--- src/core/vector_map_pkg.sv ---
// Package with trap numbers, vector spacing encodings and reset values of the vector map.
package vector_map_pkg;
  localparam int NODE_W = 7;
  localparam int SEG_W = 8;
  localparam int OFS_W = 16;
  localparam int SPACE_W = 2;
  localparam logic [SEG_W-1:0] SEG_RESET = 8'h00;
  // Spacing field: 0 gives 4 bytes, 1 gives 8, 2 gives 16, 3 gives 2.
  localparam logic [SPACE_W-1:0] SPACE_RESET = 2'h0;
  localparam logic [SPACE_W-1:0] SPACE_8B = 2'h1;
  localparam logic [SPACE_W-1:0] SPACE_16B = 2'h2;
  localparam logic [SPACE_W-1:0] SPACE_2B = 2'h3;
  localparam int NUM_SRC = 45;
  // Trap numbers of each connected source, in source-index order.
  localparam logic [NODE_W-1:0] TRAP_TABLE [NUM_SRC] = '{
    7'h45, 7'h46, 7'h20, 7'h21, 7'h3D, 7'h3E,          // capture_compare_unit
    7'h22, 7'h23, 7'h24,                               // general_timer_block_a
    7'h25, 7'h26, 7'h27,                               // general_timer_block_b
    7'h2A, 7'h47, 7'h2B, 7'h2C, 7'h5F,                 // async_serial_zero
    7'h2D, 7'h2E, 7'h2F,                               // sync_serial_zero
    7'h43,                                             // clock_loss_monitor
    7'h48, 7'h5E, 7'h49, 7'h4A, 7'h42,                 // async_serial_one
    7'h4C,                                             // peripheral_event_channel
    7'h4D, 7'h4E, 7'h4F, 7'h50,                        // motor_pwm_unit
    7'h51, 7'h52, 7'h53,                               // sync_serial_one
    7'h28, 7'h29, 7'h3F, 7'h40, 7'h41, 7'h4B, 7'h54,   // unassigned
    7'h55, 7'h56, 7'h57, 7'h58};
  localparam int FIRST_ASYNC_ONE = 21;
  localparam int LAST_ASYNC_ONE = 25;
  localparam int FIRST_UNASSIGNED = 34;
endpackage : vector_map_pkg

--- src/core/vector_req_if.sv ---
// Interface carrying the selected request between the select leaf and the top.
interface vector_req_if;
  import vector_map_pkg::*;
  logic hit;
  logic [NODE_W-1:0] trap;
  modport sel (output hit, output trap);
  modport top (input hit, input trap);
endinterface : vector_req_if

--- src/core/vector_map.sv ---
// Top of the interrupt vector map: request capture, trap lookup and vector address forming.
// Overview of operation
// - Vector address upper bits come from the vector segment register.
// - Spacing field in the first CPU control register scales vector addresses.
// - After reset the spacing is 4 bytes, two words.
// - Second async serial nodes act only when that channel is present.
// - First general timer block maps to traps 22h, 23h, 24h.
// - Second timer block maps to 25h, 26h, capture reload to 27h.
// - Capture compare timers 0,1 use 20h,21h; timers 7,8 use 3Dh,3Eh.
// - Capture compare registers 30 and 31 use traps 45h and 46h.
// - First async serial uses 2Ah, 47h, 2Bh, 2Ch and 5Fh.
// - First sync serial uses traps 2Dh, 2Eh and 2Fh.
// - Clock loss monitor uses trap 43h.
// - Event subchannel end uses trap 4Ch.
// - Second async serial uses 48h, 5Eh, 49h, 4Ah and 42h.
// - Motor PWM unit uses 4Dh, 4Eh, 4Fh and 50h.
// - Second sync serial uses traps 51h, 52h and 53h.
// - Traps 28h,29h,3Fh,40h,41h,4Bh,54h-5Dh have no source.
module vector_map
  import vector_map_pkg::*;
#(
  parameter bit ASYNC_ONE_PRESENT = 1'b1
) (
  input wire logic MCLK,
  input wire logic RSTN,
  input wire logic [vector_map_pkg::NUM_SRC-1:0] REQ,
  input wire logic [vector_map_pkg::SEG_W-1:0] SEG_IN,
  input wire logic SEG_WE,
  input wire logic [vector_map_pkg::SPACE_W-1:0] SPACE_IN,
  input wire logic SPACE_WE,
  output logic VEC_VALID,
  output logic [vector_map_pkg::NODE_W-1:0] VEC_TRAP,
  output logic [vector_map_pkg::SEG_W-1:0] VEC_SEG,
  output logic [vector_map_pkg::OFS_W-1:0] VEC_OFS,
  output logic [vector_map_pkg::SEG_W-1:0] SEG_OUT,
  output logic [vector_map_pkg::SPACE_W-1:0] SPACE_OUT
);
  import vector_map_pkg::*;

  logic [NUM_SRC-1:0] req_q, req_d;
  logic [SEG_W-1:0] seg_q, seg_d;
  logic [SPACE_W-1:0] space_q, space_d;
  logic valid_q, valid_d;
  logic [NODE_W-1:0] trap_q, trap_d;
  logic [SEG_W-1:0] vseg_q, vseg_d;
  logic [OFS_W-1:0] ofs_q, ofs_d;
  logic [OFS_W-1:0] base_ofs;

  vector_req_if pick ();

  // Sources are same-clock logic; requests are registered once before lookup.
  vector_select #(.ASYNC_ONE_PRESENT(ASYNC_ONE_PRESENT)) u_select (
    .req(req_q),
    .out(pick.sel)
  );

  // Control register next values and the scaled offset of the picked node.
  always_comb begin
    req_d = REQ;
    seg_d = SEG_WE ? SEG_IN : seg_q;
    space_d = SPACE_WE ? SPACE_IN : space_q;
    base_ofs = {{(OFS_W-NODE_W){1'b0}}, pick.trap};
    case (space_q)
      SPACE_8B: ofs_d = base_ofs << 3;
      SPACE_16B: ofs_d = base_ofs << 4;
      SPACE_2B: ofs_d = base_ofs << 1;
      default: ofs_d = base_ofs << 2;
    endcase
    valid_d = pick.hit;
    trap_d = pick.trap;
    vseg_d = seg_q;
  end

  // All state registers, reset to defaults.
  always_ff @(posedge MCLK or negedge RSTN) begin
    if (!RSTN) begin
      req_q <= '0;
      seg_q <= SEG_RESET;
      space_q <= SPACE_RESET;
      valid_q <= 1'b0;
      trap_q <= '0;
      vseg_q <= SEG_RESET;
      ofs_q <= '0;
    end else begin
      req_q <= req_d;
      seg_q <= seg_d;
      space_q <= space_d;
      valid_q <= valid_d;
      trap_q <= trap_d;
      vseg_q <= vseg_d;
      ofs_q <= ofs_d;
    end
  end

  assign VEC_VALID = valid_q;
  assign VEC_TRAP = trap_q;
  assign VEC_SEG = vseg_q;
  assign VEC_OFS = ofs_q;
  assign SEG_OUT = seg_q;
  assign SPACE_OUT = space_q;
endmodule : vector_map

--- src/core/vector_select.sv ---
// Combinational pick of the lowest-index live source and its trap number.
module vector_select
  import vector_map_pkg::*;
#(
  parameter bit ASYNC_ONE_PRESENT = 1'b1
) (
  input wire logic [NUM_SRC-1:0] req,
  vector_req_if.sel out
);
  // Lowest index wins; async_serial_one only counts in variants that have it.
  always_comb begin
    out.hit = 1'b0;
    out.trap = '0;
    for (int i = NUM_SRC - 1; i >= 0; i--) begin
      if (req[i] && i < FIRST_UNASSIGNED &&
          (ASYNC_ONE_PRESENT || i < FIRST_ASYNC_ONE || i > LAST_ASYNC_ONE)) begin
        out.hit = 1'b1;
        out.trap = TRAP_TABLE[i];
      end
    end
  end
endmodule : vector_select
--- config.mk ---
export PLATFORM = sky130hd
export DESIGN_NAME = vector_map
export DESIGN_NICKNAME = d
export VERILOG_FILES = /design/src/core/vector_map_pkg.sv /design/src/core/vector_req_if.sv /design/src/core/vector_map.sv /design/src/core/vector_select.sv
export SDC_FILE = /design/constraint.sdc
export NUM_CORES = 1
export LEC_CHECK = 0
export ABC_CLOCK_PERIOD_IN_PS = 2820
export BUFFER_PORTS_ARGS = -buffer_cell sky130_fd_sc_hd__clkbuf_2
export CAP_MARGIN = 25
export CELL_PAD_IN_SITES_DETAIL_PLACEMENT = 1
export CELL_PAD_IN_SITES_GLOBAL_PLACEMENT = 1
export CORE_MARGIN = 4
export CORE_UTILIZATION = 39
export CTS_BUF_LIST = sky130_fd_sc_hd__clkbuf_8
export CTS_CLUSTER_DIAMETER = 30
export DETAILED_ROUTE_END_ITERATION = 16
export PLACE_DENSITY_LB_ADDON = 0.12
export SYNTH_ARGS = -nofsm -noshare
export SYNTH_HDL_FRONTEND = slang
export SYNTH_SLANG_ARGS = --single-unit
export TNS_END_PERCENT = 10
--- constraint.sdc ---
create_clock -name MCLK -period 2.82 [get_ports MCLK]
set_input_delay 0.705 -clock MCLK [delete_from_list [all_inputs] [get_ports MCLK]]
set_output_delay 0.705 -clock MCLK [all_outputs]
set_load 0.005 [all_outputs]
* After elaboration in Yosys (flattened, before gate mapping)
Index checks and enable logic that the tools add are counted.
** Storage, ports and cells
- Register bits :: 71
- Input port bits :: 59
- ROM bits :: 0
- Latch bits :: 0
- Memories kept :: 0
- RAM bits :: 0
- Word-level logic and storage cells :: 79
** Operators by class
- Shift-type cells :: 0
- Multipliers :: 0
- Equal/unequal tests :: 3
- Reduce and logical (&&, ||, !) cells :: 0
- Div/mod/pow operators :: 0
- Mux-type cells :: 69
- Add/subtract/negate cells :: 0
- $lt $le $gt $ge :: 0
- Bitwise logic cells :: 0
** Operator list (count)
- 2-to-1 mux 7 bit :: 34
- 2-to-1 mux 1 bit :: 34
- case mux 11 bit (3 select lines) :: 1
- == test 2 bit (second input constant) :: 2
- == test 2 x 1 -> 1 bit (second input constant) :: 1

* Logic depth before layout (Yosys ltp)
Gate-level depths: netlist of run 1.
- Word-level depth :: 35
- Mapped depth :: 7
- Mapped depth without buffers :: 7

* Hierarchy
A second synthesis of run 1 with hierarchy kept.
** Unflattened totals
- Cell total of the unflattened synthesis :: 208
- Area total of the unflattened synthesis :: 2929.1 µm²
** By module, submodules not included
- vector_map :: times used 1, seq. area each 2026.9 µm², cells an instance 122, area an instance 2406.1 µm²
- vector_select :: times used 1, seq. area each 0.0 µm², cells an instance 86, area an instance 523.0 µm²

* Worst setup path before layout of run 1
No wires, ideal clock.
- Path kind :: reg2reg
- Start :: register req_q[19]
- End :: register ofs_q[5], in the netlist VEC_OFS[5]
- Setup time :: 124 ps
- Path slack :: 714 ps
- Path buffers :: 0
- Period minus slack after synthesis :: 2106 ps
- Arrival time :: 1982 ps
- Stages on the path, launching flop included :: 7
- Cells stage by stage :: dfrtp_1 > or4_4 > nor3_2 > a211oi_1 > o41a_1 > a22o_1 > a211o_1
** On the way
- Cells in the longest elaborated chain, start to end :: 21
** RTL lines
- start: declaration :: RTL line vector_map.sv:40 : logic [NUM_SRC-1:0] req_q, req_d;
- start signal: assignment :: RTL line vector_map.sv:85 : req_q <= req_d;
- 2-to-1 mux 7 bit (20 in series) :: RTL line vector_select.sv:15 : if (req[i] && i < FIRST_UNASSIGNED &&
- net pick.trap[2] :: RTL line vector_req_if.sv:5 : logic [NODE_W-1:0] trap;
- case mux 11 bit (3 select lines) :: RTL line vector_map.sv:63 : case (space_q)
- net ofs_d[5] :: RTL line vector_map.sv:46 : logic [OFS_W-1:0] ofs_q, ofs_d;
- end signal: assignment :: RTL line vector_map.sv:91 : ofs_q <= ofs_d;
- end: declaration :: RTL line vector_map.sv:46
The timed path passes the listed nets, and every way through them passes these cells.
A chain may end at the register's enable or synchronous reset.

* Final worst setup path of run 1
- Start :: register req_q[28]
- End :: register ofs_q[7], in the netlist VEC_OFS[7]
** On the way
- Cells in the longest elaborated chain, start to end :: 30
** RTL lines (RTL line)
- 2-to-1 mux 7 bit (29 in series) :: vector_select.sv:15
- net pick.trap[3] :: vector_req_if.sv:5
- case mux 11 bit (3 select lines) :: vector_map.sv:63
- net ofs_d[7] :: vector_map.sv:46
The timed path passes the listed nets, and every way through them passes these cells.

==> results of run 1 <==
==> power by group through the flow <==
stage / clock network (mW) / logic [mW] / registers, mW
after floorplan: 0 / 0.111 / 1.14
after global placement: 0 / 0.212 / 1.16
after detailed placement: 0 / 0.217 / 1.16
after CTS: 0.903 / 0.218 / 1.14
after global routing: 0.953 / 0.238 / 1.15
final: 0.876 / 0.212 / 1.14
==> worst max-delay path, cell delays in order (launching register included) <==
cell	delay [ps]
dfrtp_1	410
nor4_1	590
o21ai_0	180
a2111oi_0	500
o21a_1	240
inv_1	90
a211o_1	260
==> registers in the layout (all words and copies together), names as in the netlist <==
| signal | cells |
|---|---|
| req_q | 34 |
| VEC_VALID | 1 |
| VEC_TRAP | 7 |
| SPACE_OUT | 2 |
| VEC_SEG | 8 |
| VEC_OFS | 10 |
| SEG_OUT | 8 |
==> worst max-delay path by stage <==
stage	slack (ps)	start	cells past startpoint	endpoint
after detailed placement	410	req_q[28]$_DFF_PN0_	6	VEC_OFS[7]$_DFF_PN0_
after floorplan	710	req_q[19]$_DFF_PN0_	6	VEC_OFS[5]$_DFF_PN0_
final	430	req_q[28]$_DFF_PN0_	6	VEC_OFS[7]$_DFF_PN0_
after CTS	360	req_q[28]$_DFF_PN0_	6	VEC_OFS[7]$_DFF_PN0_
after global placement	530	req_q[28]$_DFF_PN0_	6	VEC_OFS[5]$_DFF_PN0_
after global routing	120	req_q[28]$_DFF_PN0_	6	VEC_OFS[7]$_DFF_PN0_
==> logic make-up after synthesis <==
| family | share of synthesized area |
|---|---|
| muxes | 0.0487 |
| AOI/OAI and AO/OA | 0.122 |
| DFF | 0.644 |
| and+or+nand+nor | 0.136 |
| buffers and inverters | 0.0483 |
| other | 0.00138 |
==> synth_stat cells (3+ instances only) <==
master	instances	area (um^2)
and2_1	3	18.8
clkbuf_1	3	11.3
mux2_2	10	113
a21oi_1	7	35.0
inv_1	10	37.5
nand3_1	4	20.0
nor3_1	8	40.0
nor2b_1	3	18.8
o31ai_1	3	22.5
o21bai_1	3	22.5
nor4_1	6	37.5
a211oi_1	3	22.5
dfrtp_1	70	1750
buf_4	6	45.0
o21ai_0	9	45.0
nor2_1	18	67.6
nand2_1	8	30.0
==> area by class of cell <==
class	instances	area, um^2	share of cell area
repair buffers	86	450	0.131
multi-input cells	132	857	0.249
flip-flops and latches	70	1750	0.509
inverters	10	37.5	0.0109
clock buffers	10	138	0.0400
clock inverters	6	86.3	0.0251
well taps	96	120	0.0349
==> metal layers <==
layer  vias up  share of wire  wire [um]  global-route usage
met5         -              0          0                   0
met4         0          0.013         81              0.0678
met3         7          0.054        324              0.0414
met2        60           0.49       2940               0.242
met1       979           0.44       2660               0.199
li1        954              -          -                   -
==> metrics by stage <==
step                hold WS (ps)  cell area, um^2  total power, mW
floorplan                    392             2740             1.25
global placement             378             3220             1.37
detailed placement           386             3220             1.38
CTS                          404             3440             2.26
global route                 420             3440             2.34
finish                       400             3440             2.23
==> results.toml, run 1 <==
[outcome]
outcome = "finished clean"

[floorplan]
start_util = 0.401
pin_count = 101
core_um2 = 6790
rows = 30
fp.dieW_um = 91.5
die_area_um2 = 8380
dieHeight_um = 91.5

[placed_design]
dp_hpwl_mm = 4.68
gp_congestion = 0.780
pre_cts_ws_ps = 406
dp_cells = 394
portBuffers = 83

[yosys]
ys_seq_area_frac = 0.644
synth_warnings = 0
synth_enable_flop_cells = 0
synthDistinctLibCells = 48
netlist_area_um2 = 2720
synthArstFlopShare = 1.00
synth_seq_cells = 70
synthFlopType = "dfrtp_1"
synthCells = 218
syn_avg_cell_area_um2 = 12.5

[routing]
ant_nets = 0
wirelength_mm = 6.00
num_vias = 2000
dr.pass1.iters = 4
via_per_inst = 4.88
routedWlPerCell_um = 14.6
drtIter0Drc = 94
drc = 0

[sta]
grt_setup_unrepaired = "no"
post-route-min-period_ps = 2390
slew_violations = 0
finClkSkew_ps = 11.7
setup_violations = 0
max_slew_margin = 0.540
hold_viol = 0
tns_ps = 0
fmax_mhz = 418
worst_slew_pin_slew_ps = 690
finalCritPeriodShare = 0.848
finalWorstSetupSlack_ps = 428

[global_route]
gr-total-overflow = 0
grt_max_degree = 40
antenna_found_initial = 0
grt_pass1_vias = 2155
grt_pass1_wl_mm = 10.1
grt_usage = 0.154

[cts]
root_buffer = "clkbuf_8"
cts-resized-gates = 0
cts_tree = "done"
cts_setup_buffers = 0
clock-sinks = 70
cts_max_path_buffers = 2
htreeDepth = 3
insertion_delay_ps = 330
clk_pin_slew_ps = 80
cts_made_buffers = 9
cts_hold_buf = 0

[power]
sw_frac_of_total = 0.233
clockPowerShare = 0.393
p_per_area_nw_per_um2 = 647
p_leak_nw = 1.65
power_frac_comb = 0.095
p_int_mw = 1.71
netSwitchingPower_uw = 519
seqPwrFrac = 0.511
peakVddDrop_uv = 345

[worst_setup_path]
r2r_cells = 6
cp_max_fo = 4
crit_arrival_ps = 2600
regToRegSetupSlack_ps = 430
worstSetupEndpointType = "flip-flop"
crit_type = "flip-flop to flip-flop"
crit_path_start_kind = "flip-flop"
r2r-start = "req_q[28]$_DFF_PN0_"
cp.required_ps = 3030
reg2reg_to = "VEC_OFS[7]$_DFF_PN0_"

[min_path]
hold_depth = 0
hp-start = "SEG_OUT[0]$_DFFE_PN0P_"
hold_end = "VEC_SEG[0]$_DFF_PN0_"
hold_class = "flip-flop to flip-flop"

[finish]
fin_util = 0.506
syn2layout_area_growth_pct = 26.4
n_fill_cell = 755
drive_gt1_frac = 0.389
fin_cells = 410
mostFrequentLayoutCell = "clkbuf_2"
n_antenna_cell = 0
final_cell_mix = "clkbuf_2 (82), dfrtp_1 (70), nor2_1 (18)"
nets = 368

[job]
cap_violations = 0
Power figures use the tool's default switching activity.
==> run 2, diff against run 1 <==
- ABC_CLOCK_PERIOD_IN_PS: 2820 -> 2300
- clock period: 2.82 -> 2.3 ns (I/O delays scaled with it)
==> run 2 against run 1 <==
Net effect:
- non-clock buffer count is 13 higher
- maximum frequency is 8.1% higher
- power is 31% higher
- sequential power is 22% higher
- critical path type unchanged
- clock skew is 5.4 ps lower
- wire length is 7.0% higher
- critical path depth stayed put
- largest cell class unchanged
- flip-flop and latch count stayed put
- via count is 1.1% higher
- core utilization is 2.2 points higher
- global-route usage is 1.0 points higher
==> results.toml, run 2 (synthesis gave the netlist of run 1 again) <==
[min_path]
hold_class = "input port to asynchronous set/reset pin"

[finish]
drive_gt1_frac = 0.425
regMostFlops = "req_q"
n_antenna_cell = 0
syn2layout_area_growth_pct = 32.0
final_cell_mix = "clkbuf_2 (82), dfrtp_1 (70), nor2_1 (18)"
mostFrequentLayoutCell = "clkbuf_2"
nets = 381
n_fill_cell = 734
largest_reg_flops = 34

[worst_setup_path]
cp_max_fo = 4
critPathLaunch = "req_q[17]$_DFF_PN0_"
r2r-start = "req_q[17]$_DFF_PN0_"
endpoint = "VEC_OFS[7]$_DFF_PN0_"
r2r_cells = 6
cp.required_ps = 2580
worstSetupEndpointType = "flip-flop"
regToRegSetupSlack_ps = 90
crit_type = "flip-flop to flip-flop"
crit_path_start_kind = "flip-flop"
crit_arrival_ps = 2490
reg2reg_to = "VEC_OFS[7]$_DFF_PN0_"

[floorplan]
fp.dieW_um = 91.5
start_util = 0.401
dieHeight_um = 91.5
pin_count = 101
core_um2 = 6790
die_area_um2 = 8380
rows = 30

[power]
p_leak_nw = 1.73
peakVddDrop_uv = 511
p_per_area_nw_per_um2 = 812

[routing]
via_per_inst = 4.78
drc = 0
num_vias = 2021
routedWlPerCell_um = 15.2
wirelength_mm = 6.42
dr.pass1.iters = 4
drtIter0Drc = 59
ant_nets = 0

[global_route]
grt_pass1_vias = 2137
grt_pass1_wl_mm = 10.6
grt_max_degree = 71
antenna_found_initial = 0
gr-total-overflow = 0
grt_usage = 0.164

[job]
cap_violations = 0

[sta]
fmax_mhz = 452
grt_setup_unrepaired = "yes"
finalWorstSetupSlack_ps = 88.1
setup_violations = 0
post-route-min-period_ps = 2210
max_slew_margin = 0.630
finClkSkew_ps = 6.28
slew_violations = 0
worst_hold_slack_ps = 228
worst_slew_pin_slew_ps = 554
hold_viol = 0
finalCritPeriodShare = 0.962

[cts]
clk_pin_slew_ps = 70
cts_max_path_buffers = 2
cts_made_buffers = 9
htreeDepth = 3
root_buffer = "clkbuf_8"
cts_hold_buf = 0
cts_tree = "done"
insertion_delay_ps = 340
cts_setup_buffers = 0
clock-sinks = 70
cts-resized-gates = 0

[outcome]
outcome = "finished clean"

[placed_design]
gp_congestion = 0.756
pre_cts_ws_ps = 90.3
dp_hpwl_mm = 4.85
portBuffers = 83
[run 2: how the worst min path moves through the flow]
| stage | start | endpoint | slack [ps] | depth (start not counted) |
|---|---|---|---|---|
| after floorplan | RSTN | SEG_OUT[0]$_DFFE_PN0P_ | 280 | 0 |
| after detailed placement | SEG_OUT[6]$_DFFE_PN0P_ | VEC_SEG[6]$_DFF_PN0_ | 390 | 0 |
| after CTS | RSTN | req_q[22]$_DFF_PN0_ | 230 | 2 |
| after global placement | SEG_OUT[0]$_DFFE_PN0P_ | VEC_SEG[0]$_DFF_PN0_ | 380 | 0 |
| final | RSTN | req_q[24]$_DFF_PN0_ | 230 | 2 |
| after global routing | RSTN | req_q[21]$_DFF_PN0_ | 250 | 2 |
[run 2: cell type report]
cell class,count,area (um^2),area share
flip-flops and latches,70,1750,0.487
well taps,96,120,0.0334
clock inverters,5,104,0.0289
inverters,10,37.5,0.0104
repair buffers,99,548,0.153
multi-input cells,132,881,0.245
clock buffers,11,151,0.0421
[run 2: per-layer routing]
| metal | up-vias | GRT usage | routed length (um) |
|---|---|---|---|
| met2 | 55 | 0.259 | 3190 |
| met5 | - | 0 | 0 |
| met4 | 0 | 0.0528 | 82 |
| li1 | 977 | - | - |
| met1 | 984 | 0.209 | 2770 |
| met3 | 5 | 0.0605 | 372 |
[run 2: through the flow]
stage / util / total power [mW] / cell area, um^2 / cells / TNS, ps
6_report: 0.529 / 2.92 / 3590 / 423 / 0
5_1_grt: 0.529 / 3.07 / 3590 / 423 / -20.6
4_1_cts: 0.525 / 2.95 / 3570 / 423 / 0
3_5_place_dp: 0.488 / 1.70 / 3310 / 407 / 0
3_3_place_gp: 0.488 / 1.69 / 3310 / 407 / 0
2_1_floorplan: - / 1.54 / 2740 / 223 / 0
[run 2: worst max-delay path, cell delays in order, from the launching register on]
cell,delay (ps)
dfrtp_1,390
buf_4,140
or3_2,460
o41a_1,380
o31a_2,380
a211oi_2,250
a211o_1,140
[run 2: power breakdown]
part           leakage [nW]  switching, mW  total, mW  internal [mW]
sequential            0.827         0.0712       1.39           1.32
combinational         0.777          0.137      0.287          0.150
clock                 0.130          0.458       1.24          0.782
